==> src/logic/dab_pkg.sv <==
// Package: opcode patterns, counts and carriers for the decoder
`default_nettype none
package dab_pkg;
   // ----------------------------------------
   // Opcode match values and masks
   // ----------------------------------------
   localparam logic [15:0] M_FULL = 16'hFFFF;
   localparam logic [15:0] M_B12 = 16'hFFF0;
   localparam logic [15:0] M_B8 = 16'hFF00;
   localparam logic [15:0] M_B6 = 16'hFC00;
   localparam logic [15:0] M_B4 = 16'hF000;
   localparam logic [15:0] PAT_ABS = 16'hBE00;
   localparam logic [15:0] PAT_PRODUCT_ACCUMULATE_OP = 16'hBE04;
   localparam logic [15:0] PAT_JUMP_TO_ACCUM_OP = 16'hBE20;
   localparam logic [15:0] PAT_AND16 = 16'hBE81;
   localparam logic [15:0] PAT_ADDLK = 16'hBF90;
   localparam logic [15:0] PAT_ANDK = 16'hBFB0;
   localparam logic [15:0] PAT_ADDSK = 16'hB800;
   localparam logic [15:0] PAT_AUX_POINTER_INCREMENT_OP = 16'h7800;
   localparam logic [15:0] PAT_JUMP_AUX_NONZERO_OP = 16'h7B00;
   localparam logic [15:0] PAT_SUM_WITH_CARRY_OP = 16'h6000;
   localparam logic [15:0] PAT_ADDH = 16'h6100;
   localparam logic [15:0] PAT_SUM_NO_SIGN_EXTEND_OP = 16'h6200;
   localparam logic [15:0] PAT_SUM_TREG_SHIFT_OP = 16'h6300;
   localparam logic [15:0] PAT_ANDM = 16'h6E00;
   localparam logic [15:0] PAT_ADD = 16'h2000;
   localparam logic [15:0] PAT_CONDITIONAL_JUMP_OP = 16'hE000;
   // ----------------------------------------
   // Field positions
   // ----------------------------------------
   localparam int SEL_LSB = 8;
   localparam int STATE_LSB = 4;
   localparam int SHIFT_HI_LSB = 8;
   localparam logic [1:0] SEL_IO = 2'h0;
   localparam logic [1:0] SEL_TSET = 2'h1;
   localparam logic [1:0] SEL_TCLR = 2'h2;
   // ----------------------------------------
   // Word and cycle counts
   // ----------------------------------------
   localparam logic [1:0] WORDS_ONE = 2'h1;
   localparam logic [1:0] WORDS_TWO = 2'h2;
   localparam logic [2:0] CYC_ONE = 3'h1;
   localparam logic [2:0] CYC_TWO = 3'h2;
   localparam logic [2:0] CYC_THREE = 3'h3;
   localparam logic [2:0] CYC_FOUR = 3'h4;
   localparam logic [3:0] SHIFT_SIXTEEN = 4'h0;

   typedef enum logic [4:0] {
      OP_NONE, OP_ABS, OP_ADD_SHIFT, OP_ADD_HIGH, OP_ADD_SHORT,
      OP_ADD_LONG, OP_ADD_CARRY, OP_ADD_NOSIGN, OP_ADD_TSHIFT,
      OP_AUX_INC, OP_AND_MEM, OP_AND_IMM, OP_AND_IMM16,
      OP_PROD_ACC, OP_JUMP_ACC, OP_JUMP_AUX, OP_COND_JUMP
   } dab_op_e;

   // Flag group: zero, negative, overflow, carry (msb first)
   typedef struct packed {
      logic zero;
      logic neg;
      logic ovf;
      logic carry;
   } dab_flags_s;

   typedef struct packed {
      dab_op_e op;
      logic [1:0] words;
      logic [2:0] cycles;
      logic taken;
      logic cond_met;
      logic [3:0] shift;
      logic [7:0] addr;
      logic [15:0] imm;
   } dab_dec_s;
endpackage
`default_nettype wire

==> src/logic/dab_decoder.sv <==
// Instruction decoder for add, logic, product and branch groups
`default_nettype none
module dab_decoder
   import dab_pkg::*;
(
   input wire logic SYS_CLK_I,
   input wire logic RSTN_I,
   input wire logic [15:0] INSTR_I,
   input wire logic INSTR_VALID_I,
   input wire dab_pkg::dab_flags_s FLAGS_I,
   input wire logic TEST_FLAG_I,
   input wire logic AUX_NONZERO_I,
   input wire logic IO_BRANCH_INPUT_I,
   output logic DONE_O,
   output logic SECOND_WORD_O,
   output dab_pkg::dab_dec_s DEC_O
);
   import dab_pkg::*;

   // ----------------------------------------
   // Helpers
   // ----------------------------------------
   function automatic logic hit(
      input logic [15:0] w,
      input logic [15:0] m,
      input logic [15:0] p
   );
      hit = ((w & m) == p);
   endfunction

   function automatic logic [2:0] branch_cycles(
      input logic tk,
      input logic [2:0] miss
   );
      branch_cycles = tk ? CYC_FOUR : miss;
   endfunction

   // Priority decode: full patterns before partial ones
   function automatic dab_op_e classify(
      input logic [15:0] x
   );
      if (hit(x, M_FULL, PAT_ABS)) begin
         classify = OP_ABS;
      end else if (hit(x, M_FULL, PAT_PRODUCT_ACCUMULATE_OP)) begin
         classify = OP_PROD_ACC;
      end else if (hit(x, M_FULL, PAT_JUMP_TO_ACCUM_OP)) begin
         classify = OP_JUMP_ACC;
      end else if (hit(x, M_FULL, PAT_AND16)) begin
         classify = OP_AND_IMM16;
      end else if (hit(x, M_B12, PAT_ADDLK)) begin
         classify = OP_ADD_LONG;
      end else if (hit(x, M_B12, PAT_ANDK)) begin
         classify = OP_AND_IMM;
      end else if (hit(x, M_B8, PAT_ADDSK)) begin
         classify = OP_ADD_SHORT;
      end else if (hit(x, M_B8, PAT_AUX_POINTER_INCREMENT_OP)) begin
         classify = OP_AUX_INC;
      end else if (hit(x, M_B8, PAT_JUMP_AUX_NONZERO_OP)) begin
         classify = OP_JUMP_AUX;
      end else if (hit(x, M_B8, PAT_SUM_WITH_CARRY_OP)) begin
         classify = OP_ADD_CARRY;
      end else if (hit(x, M_B8, PAT_ADDH)) begin
         classify = OP_ADD_HIGH;
      end else if (hit(x, M_B8, PAT_SUM_NO_SIGN_EXTEND_OP)) begin
         classify = OP_ADD_NOSIGN;
      end else if (hit(x, M_B8, PAT_SUM_TREG_SHIFT_OP)) begin
         classify = OP_ADD_TSHIFT;
      end else if (hit(x, M_B8, PAT_ANDM)) begin
         classify = OP_AND_MEM;
      end else if (hit(x, M_B4, PAT_ADD)) begin
         classify = OP_ADD_SHIFT;
      end else if (hit(x, M_B6, PAT_CONDITIONAL_JUMP_OP)) begin
         classify = OP_COND_JUMP;
      end else begin
         classify = OP_NONE;
      end
   endfunction

   // Forms that carry a second word
   function automatic logic needs_second(
      input dab_op_e op
   );
      unique case (op)
         OP_AND_IMM16, OP_ADD_LONG, OP_AND_IMM, OP_JUMP_AUX, OP_COND_JUMP: needs_second = 1'b1;
         default: needs_second = 1'b0;
      endcase
   endfunction

   // Selector pair: io input low, flag set, flag clear, none
   function automatic logic sel_cond(
      input logic [1:0] s,
      input logic io_low,
      input logic tflag
   );
      unique case (s)
         SEL_IO: sel_cond = io_low;
         SEL_TSET: sel_cond = tflag;
         SEL_TCLR: sel_cond = ~tflag;
         2'h3: sel_cond = 1'b0;
      endcase
   endfunction

   // Masked conditions only; unmasked bits drop out
   function automatic logic mask_match(
      input logic [3:0] mask,
      input logic [3:0] state_bits,
      input logic [3:0] flags
   );
      mask_match = |(mask & ~(flags ^ state_bits));
   endfunction

   // Shift field: bits 11:8 for plain add, fixed 16 for one AND form
   function automatic logic [3:0] pick_shift(
      input dab_op_e op,
      input logic [15:0] x
   );
      unique case (op)
         OP_ADD_SHIFT: pick_shift = x[SHIFT_HI_LSB +: 4];
         OP_AND_IMM16: pick_shift = SHIFT_SIXTEEN;
         default: pick_shift = x[3:0];
      endcase
   endfunction

   // Execution cycles; conditional branches depend on the outcome
   function automatic logic [2:0] cycle_count(
      input dab_op_e op,
      input logic tk,
      input logic io_sel
   );
      unique case (op)
         OP_JUMP_ACC: cycle_count = CYC_FOUR;
         OP_JUMP_AUX: cycle_count = branch_cycles(tk, CYC_TWO);
         OP_COND_JUMP: cycle_count = branch_cycles(tk, io_sel ? CYC_THREE : CYC_TWO);
         OP_ADD_LONG, OP_AND_IMM, OP_AND_IMM16: cycle_count = CYC_TWO;
         default: cycle_count = CYC_ONE;
      endcase
   endfunction

   // ----------------------------------------
   // Pin input synchroniser
   // ----------------------------------------
   logic io_meta;
   logic io_sync;

   always_ff @(posedge SYS_CLK_I) begin
      if (!RSTN_I) begin
         io_meta <= 1'b1;
         io_sync <= 1'b1;
      end else begin
         io_meta <= IO_BRANCH_INPUT_I;
         io_sync <= io_meta;
      end
   end

   // ----------------------------------------
   // Opcode classification
   // ----------------------------------------
   wire logic [15:0] w = INSTR_I;
   wire logic is_abs = hit(w, M_FULL, PAT_ABS);
   wire logic is_product_accumulate_op = hit(w, M_FULL, PAT_PRODUCT_ACCUMULATE_OP);
   wire logic is_jump_to_accum_op = hit(w, M_FULL, PAT_JUMP_TO_ACCUM_OP);
   wire logic is_and16 = hit(w, M_FULL, PAT_AND16);
   wire logic is_addlk = hit(w, M_B12, PAT_ADDLK);
   wire logic is_andk = hit(w, M_B12, PAT_ANDK);
   wire logic is_addsk = hit(w, M_B8, PAT_ADDSK);
   wire logic is_aux_pointer_increment_op = hit(w, M_B8, PAT_AUX_POINTER_INCREMENT_OP);
   wire logic is_jump_aux_nonzero_op = hit(w, M_B8, PAT_JUMP_AUX_NONZERO_OP);
   wire logic is_sum_with_carry_op = hit(w, M_B8, PAT_SUM_WITH_CARRY_OP);
   wire logic is_addh = hit(w, M_B8, PAT_ADDH);
   wire logic is_sum_no_sign_extend_op = hit(w, M_B8, PAT_SUM_NO_SIGN_EXTEND_OP);
   wire logic is_sum_treg_shift_op = hit(w, M_B8, PAT_SUM_TREG_SHIFT_OP);
   wire logic is_andm = hit(w, M_B8, PAT_ANDM);
   wire logic is_add = hit(w, M_B4, PAT_ADD);
   wire logic is_conditional_jump_op = hit(w, M_B6, PAT_CONDITIONAL_JUMP_OP);

   wire dab_op_e op_first = classify(w);

   wire logic two_word = needs_second(op_first);

   // ----------------------------------------
   // Condition evaluation
   // ----------------------------------------
   wire logic [1:0] sel = w[SEL_LSB +: 2];
   wire logic [3:0] cmask = w[3:0];
   wire logic [3:0] cstate = w[STATE_LSB +: 4];
   wire logic [3:0] flag_vec = FLAGS_I;
   wire logic flag_condition_group_met = mask_match(cmask, cstate, flag_vec);
   wire logic sel_met = sel_cond(sel, ~io_sync, TEST_FLAG_I);
   wire logic cond_met = sel_met | flag_condition_group_met;
   wire logic io_form = (sel == SEL_IO);
   wire logic conditional_jump_op_tk = cond_met;
   wire logic jump_aux_nonzero_op_tk = AUX_NONZERO_I;

   wire logic first_tk = (is_conditional_jump_op & conditional_jump_op_tk)
      | (is_jump_aux_nonzero_op & jump_aux_nonzero_op_tk) | is_jump_to_accum_op;

   wire logic [2:0] first_cyc = cycle_count(op_first, first_tk, io_form);

   wire logic [3:0] first_shift = pick_shift(op_first, w);

   // ----------------------------------------
   // First-word decode record
   // ----------------------------------------
   wire dab_dec_s first_dec = '{
      op: op_first,
      words: two_word ? WORDS_TWO : WORDS_ONE,
      cycles: first_cyc,
      taken: first_tk,
      cond_met: is_conditional_jump_op & cond_met,
      shift: first_shift,
      addr: w[7:0],
      imm: {8'h00, w[7:0]}
   };

   // ----------------------------------------
   // Sequencer
   // ----------------------------------------
   typedef enum logic {
      ST_FIRST,
      ST_SECOND
   } dab_state_e;

   dab_state_e state;
   dab_state_e next_state;
   dab_dec_s pend;
   dab_dec_s next_pend;
   dab_dec_s next_dec;
   logic next_done;

   always_comb begin
      next_state = state;
      next_pend = pend;
      next_dec = DEC_O;
      next_done = 1'b0;
      unique case (state)
         ST_FIRST: begin
            if (INSTR_VALID_I) begin
               next_pend = first_dec;
               if (two_word) begin
                  next_state = ST_SECOND;
               end else begin
                  next_dec = next_pend;
                  next_done = 1'b1;
               end
            end
         end
         ST_SECOND: begin
            if (INSTR_VALID_I) begin
               next_dec = pend;
               next_dec.imm = w;
               next_done = 1'b1;
               next_state = ST_FIRST;
            end
         end
      endcase
   end

   always_ff @(posedge SYS_CLK_I) begin
      if (!RSTN_I) begin
         state <= ST_FIRST;
         pend <= '0;
      end else begin
         state <= next_state;
         pend <= next_pend;
      end
   end

   // ----------------------------------------
   // Output register
   // ----------------------------------------
   always_ff @(posedge SYS_CLK_I) begin
      if (!RSTN_I) begin
         DEC_O <= '0;
         DONE_O <= 1'b0;
         SECOND_WORD_O <= 1'b0;
      end else begin
         DEC_O <= next_dec;
         DONE_O <= next_done;
         SECOND_WORD_O <= (next_state == ST_SECOND);
      end
   end
endmodule
`default_nettype wire

==> config.mk <==
export PLATFORM = sky130hd
export DESIGN_NAME = dab_decoder
export DESIGN_NICKNAME = d
export VERILOG_FILES = /design/src/logic/dab_pkg.sv /design/src/logic/dab_decoder.sv
export SDC_FILE = /design/constraint.sdc
export NUM_CORES = 1
export LEC_CHECK = 0
export BUFFER_PORTS_ARGS = -buffer_cell sky130_fd_sc_hd__buf_4
export CAP_MARGIN = 20
export CELL_PAD_IN_SITES_DETAIL_PLACEMENT = 1
export CELL_PAD_IN_SITES_GLOBAL_PLACEMENT = 1
export CORE_MARGIN = 1
export CORE_UTILIZATION = 30
export DETAILED_ROUTE_END_ITERATION = 16
export PLACE_DENSITY_LB_ADDON = 0.3
export SLEW_MARGIN = 20
export SYNTH_ARGS = -nofsm -noshare
export SYNTH_HDL_FRONTEND = slang
export SYNTH_SLANG_ARGS = --single-unit
==> constraint.sdc <==
create_clock -name SYS_CLK_I -period 3.35 [get_ports SYS_CLK_I]
set_clock_uncertainty 0.2 [all_clocks]
set_input_delay 0.5025 -clock SYS_CLK_I [delete_from_list [all_inputs] [get_ports SYS_CLK_I]]
set_output_delay 0.5025 -clock SYS_CLK_I [all_outputs]
set_load 0.005 [all_outputs]
### Word-level counts from Yosys, hierarchy flattened

Index checks and enable logic that the tools add are counted.

| cells by class | value |
|---|---|
| bitwise logic cells | 11 |
| reductions and logical operators | 6 |
| multiplexer cells | 36 |
| equality and inequality tests | 29 |

Operator list:

| kind | count |
|---|---|
| two-way mux 40 bit | 3 |
| two-way mux 5 bit | 16 |
| one-hot mux 40 bit (2 select lines) | 1 |
| == test 16 bit, second input constant | 4 |
| == test 8 x 7 -> 1 bit, second input constant | 7 |
| == test 12 bit, second input constant | 2 |
| == test 5 x 4 -> 1 bit, second input constant | 4 |
| one-hot mux 3 bit (4 select lines) | 1 |
| == test 8 bit, second input constant | 1 |
| two-way mux 1 bit | 8 |
| one-hot mux 4 bit (2 select lines) | 1 |
| == test 6 bit, second input constant | 1 |
| two-way mux 3 bit | 2 |
| inequality test 2 bit, second input constant | 3 |
| == test 5 x 2 -> 1 bit, second input constant | 1 |
| == test 5 x 3 -> 1 bit, second input constant | 1 |
| == test 5 bit, second input constant | 1 |
| OR reduction 5 bit | 1 |
| bitwise AND 4 bit | 1 |
| == test 2 bit, second input constant | 2 |
| == test 4 x 2 -> 1 bit, second input constant | 1 |
| inverter 4 bit | 1 |
| one-hot mux 1 bit (2 select lines) | 2 |
| one-hot mux 1 bit (4 select lines) | 1 |
| other kinds (11) | 16 |

| storage, ports and cells | value |
|---|---|
| input bits | 26 |
| register bits after elaboration | 68 |
| output and inout port bits | 42 |
| logic and storage cells | 101 |

### Longest topological paths before layout

| logic depth | value |
|---|---|
| depth after elaboration | 24 |
| gate-level depth with buffers | 7 |
| depth with buffers taken out | 5 |

### Least setup slack after synthesis

OpenSTA, ideal clock, no wires.

| path | value |
|---|---|
| path kind | in2reg |
| start | input port INSTR_I[3] |
| end | register DEC_O[18] (netlist name) |
| stages | 6 |
| buffers on the path | 1 |
| data arrival time | 2256 ps |
| slack | 813 ps |
| data required time | 3070 ps |
| library setup time | 80 ps |
| cells stage by stage | or4_4 or4_4 a41oi_4 nor2_4 buf_6 a211oi_2 |

| on the way | value |
|---|---|
| longest elaborated chain between the ends | 10 |
| elaborated cells on any way between the ends | 17 |
| classes of those cells | eq/ne: 10; mux: 5; reduce/logical: 2 |

Ends and longest elaborated chain:

| element | RTL line | RTL |
|---|---|---|
| start, declared | dab_decoder.sv:8 | `input wire logic [15:0] INSTR_I,` |
| == test 16 bit | dab_decoder.sv:28 | `hit = ((w & m) == p);` |
| two-way mux 5 bit | dab_decoder.sv:48 | `end else if (hit(x, M_FULL, PAT_AND16)) begin` |
| two-way mux 5 bit | dab_decoder.sv:46 | `end else if (hit(x, M_FULL, PAT_JUMP_TO_ACCUM_OP)) begin` |
| two-way mux 5 bit | dab_decoder.sv:44 | `end else if (hit(x, M_FULL, PAT_PRODUCT_ACCUMULATE_OP)) begin` |
| two-way mux 5 bit (*) | dab_decoder.sv:42 | `if (hit(x, M_FULL, PAT_ABS)) begin` |
| == test 5 x 4 -> 1 bit, or another cell as far along | dab_decoder.sv:83 | `unique case (op)` |
| OR reduction 5 bit (*) | dab_decoder.sv:83 |  |
| two-way mux 1 bit (*) | dab_decoder.sv:83 |  |
| inequality test 2 bit (no source line) (*) | - |  |
| AND reduction 3 bit (no source line) (*) | - |  |
| end signal, assigned | dab_decoder.sv:277 | `DEC_O <= next_dec;` |
| end, declared | dab_decoder.sv:16 | `output dab_pkg::dab_dec_s DEC_O` |

Mark *: on every way between the ends. The rest lies on a longest branch, timed or not.
A chain may end at the register's enable or synchronous reset.

### Worst setup path after layout

| path | value |
|---|---|
| start | input port INSTR_I[9] |
| end | register DEC_O[35] (netlist name) |

| on the way | value |
|---|---|
| longest elaborated chain between the ends | 20 |
| elaborated cells on any way between the ends | 40 |
| classes of those cells | eq/ne: 20; mux: 18; reduce/logical: 2 |

Ends and longest elaborated chain:

| element | RTL line | RTL |
|---|---|---|
| == test 8 x 7 -> 1 bit | dab_decoder.sv:28 |  |
| two-way mux 5 bit | dab_decoder.sv:68 | `end else if (hit(x, M_B8, PAT_ANDM)) begin` |
| two-way mux 5 bit | dab_decoder.sv:66 | `end else if (hit(x, M_B8, PAT_SUM_TREG_SHIFT_OP)) begin` |
| two-way mux 5 bit | dab_decoder.sv:64 | `end else if (hit(x, M_B8, PAT_SUM_NO_SIGN_EXTEND_OP)) begin` |
| two-way mux 5 bit | dab_decoder.sv:62 | `end else if (hit(x, M_B8, PAT_ADDH)) begin` |
| two-way mux 5 bit | dab_decoder.sv:60 | `end else if (hit(x, M_B8, PAT_SUM_WITH_CARRY_OP)) begin` |
| two-way mux 5 bit | dab_decoder.sv:58 | `end else if (hit(x, M_B8, PAT_JUMP_AUX_NONZERO_OP)) begin` |
| two-way mux 5 bit | dab_decoder.sv:56 | `end else if (hit(x, M_B8, PAT_AUX_POINTER_INCREMENT_OP)) begin` |
| (+4 left out) | - |  |
| two-way mux 5 bit | dab_decoder.sv:46 |  |
| two-way mux 5 bit | dab_decoder.sv:44 |  |
| two-way mux 5 bit (*) | dab_decoder.sv:42 |  |
| == test 5 x 4 -> 1 bit, or another cell as far along | dab_decoder.sv:83 |  |
| OR reduction 5 bit | dab_decoder.sv:83 |  |
| two-way mux 1 bit | dab_decoder.sv:83 |  |
| inequality test 2 bit (no source line) | - |  |
| AND reduction 3 bit (no source line) | - |  |

Mark *: on every way between the ends. The rest lies on a longest branch, timed or not. The select of a mux whose other input is x is not followed.

==> reports/metrics.csv <==
metric,value,unit
status,"finished, final reports clean",
Worst Path Required,3.42,ns
register area share after synthesis,42.9,%
#FFs+latches synth,68,
final hold violation count,0,
vias post-DR,3065,
CTS resizes,0,
CTS max path bufs,2,
final setup TNS,0,ns
Worst-Margin Slew,1.03,ns
max-slew violations,0,
Hold Startpoint,IO_BRANCH_INPUT_I,
CTS tree,done,
"Top FF cell, synth",dfxtp_1,
"most common cell after layout, fill and taps aside",buf_4,
Critical Path Source Type,input port,
Clock Latency Late Sink,0.35,ns
vias per inst,5.33,
total setup buffers inserted after CTS,0,
Ant. Diodes,0,
Core Area,10300,um2
first-pass GRT wire length,16.6,mm
Port-buffer cells,67,
I/O Pins,68,
Routability Congestion,0.868,
drt pass-1 iters,4,
CTS buffer count,9,
most frequent cells in the layout,"81 x buf_4, 68 x dfxtp_1, 49 x nand2_1",
Initial Util,30.9,%
min Tclk post-route,2.49,ns
NumNets Final,461,
post-synthesis cell count,375,
Site Rows,37,
fin crit share,74.2,%
DR WL/cell,17.4,um
area grow syn2layout,26.6,%
critical path endpoint category,flop,
PwrDens,444,nW/um2
Synth cell types,49,
fill count,1245,
htree depth,3,
vias in the first global route,3198,
"EDFF count, synth",0,
syn_nets,401,
Yosys warnings,0,
worst setup path start,INSTR_I[9],
CTS Sinks,68,
initial antenna violation count,0,
CP Class,input port to flop,
max_cap viols,0,
RSZ-0062 raised after global routing,no,
Reg-to-Reg Start,SECOND_WORD_O,
Layout Cells excl Fill,575,
overall die width,105,um
Multi-input gate area,1660,um2
pre-CTS WS,0.541,ns
Max Clk Rate,402,MHz
pin count of the biggest net entering global routing,33,
GRT Residual Overflow,0,
die footprint,11000,um2
Routed Antenna Nets,0,
dpl cells,560,
drt first-iter violations,134,
# setup viols final,0,
register clock-pin slew on the reported worst setup and hold paths,0.07,ns
Min Hold Slack,0.141,ns
Max-slew headroom,30.8,%
Critical Path AT,2.56,ns
Worst Hold Class,input port to flop,
DRT Wirelength,9.99,mm
ys async rst share,0,%
CTS Root Cell,clkbuf_8,
Die Ht,105,um
HPWL after DPL,6.96,mm
share of layout cells above drive strength 1,26.0,%
Total GRT Usage,19.3,%
Final Util,39.1,%
Hold Buf Count CTS,0,
Syn Area/Cell,8.46,um2
crit path max fanout,13,
Mapped Area,3170,um2
DRC viols,0,
setup slack after layout,0.864,ns
Peak VDD IR,0.161,mV
LEAKAGE,1.47,nW
FF/Latch Area,1360,um2
## path summary, 6_finish.rpt
path                             endpoint  slack (ns)  cells after the start
worst max-delay path            DEC_O[35]        0.86                      6
worst min-delay path              io_meta        0.14                      2
worst min register to register    io_sync        0.21                      1
worst max register to register   pend[27]        1.47                      5
## flip-flops by register name (all words and copies together) (netlist names)
register       count
DEC_O             40
DONE_O             1
SECOND_WORD_O      1
io_meta            1
io_sync            1
pend              24
## Yosys cell counts, types with 2 or more instances
cell,count,share of area (%)
o32ai_1,2,0.55
nor2_1,19,2.2
nand3b_1,2,0.47
nor4_1,8,1.6
inv_1,5,0.59
nand3_1,15,2.4
a221o_1,2,0.63
o221a_2,3,1.1
xnor2_1,5,1.4
buf_6,3,1.1
or4_1,5,1.2
nor3_1,8,1.3
o22ai_1,3,0.59
nand2_1,49,5.8
o2111ai_1,3,0.83
or4_4,2,0.71
o21ai_1,14,2.2
a211oi_1,9,2.1
clkbuf_1,23,2.7
a211oi_2,7,2.8
nand4b_1,3,0.83
dfxtp_1,68,43
o21ai_0,17,2.7
nand2b_1,7,1.4
buf_1,2,0.24
mux2i_1,11,3.5
nor2b_1,3,0.59
a21oi_1,48,7.6
a31oi_1,6,1.2
buf_2,4,0.63
## metal layers
metal / global-route usage, % / wire (um)
met2: 31.5 / 4630
met3: 4.37 / 385
met4: 5.84 / 110
met5: 0 / 0
met1: 25.3 / 4860
## area by class of cell
| cell class | instances | area share [%] |
|---|---|---|
| inverter | 5 | 0.467 |
| multi-input combinational | 270 | 41.3 |
| timing repair buffer | 81 | 15.1 |
| clock buffer | 11 | 3.77 |
| clock inverter | 4 | 1.21 |
| tap | 136 | 4.24 |
| sequential | 68 | 33.9 |
## logic make-up after synthesis
group,share of synthesized area (%)
DFF,42.9
muxes,3.83
and+or+nand+nor,20.9
AOI/OAI and AO/OA,25.8
buffers and inverters,5.25
xor gates and xnor gates,1.38
## worst max-delay path, cell delays in order
cell	delay, ns
buf_4	0.17
and4_1	0.21
nor2b_1	0.20
nor4_1	0.89
o311ai_0	0.35
a31oi_1	0.23
## where the power goes
| group | switching (mW) | leakage, nW | total, mW | internal (mW) |
|---|---|---|---|---|
| clock network | 0.315 | 0.105 | 0.694 | 0.379 |
| registers | 0.0186 | 0.558 | 0.863 | 0.844 |
| logic | 0.129 | 0.808 | 0.226 | 0.0975 |
| total | 0.462 | 1.47 | 1.78 | 1.32 |
## per-stage QoR
step / instance area, um2 / total power, mW
5_1_grt: 4020 / 1.86
2_1_floorplan: 3170 / 1.00
3_5_place_dp: 3820 / 1.11
4_1_cts: 4020 / 1.80
6_report: 4020 / 1.78
3_3_place_gp: 3820 / 1.10
Note: power is estimated with default switching activity, not from simulation.
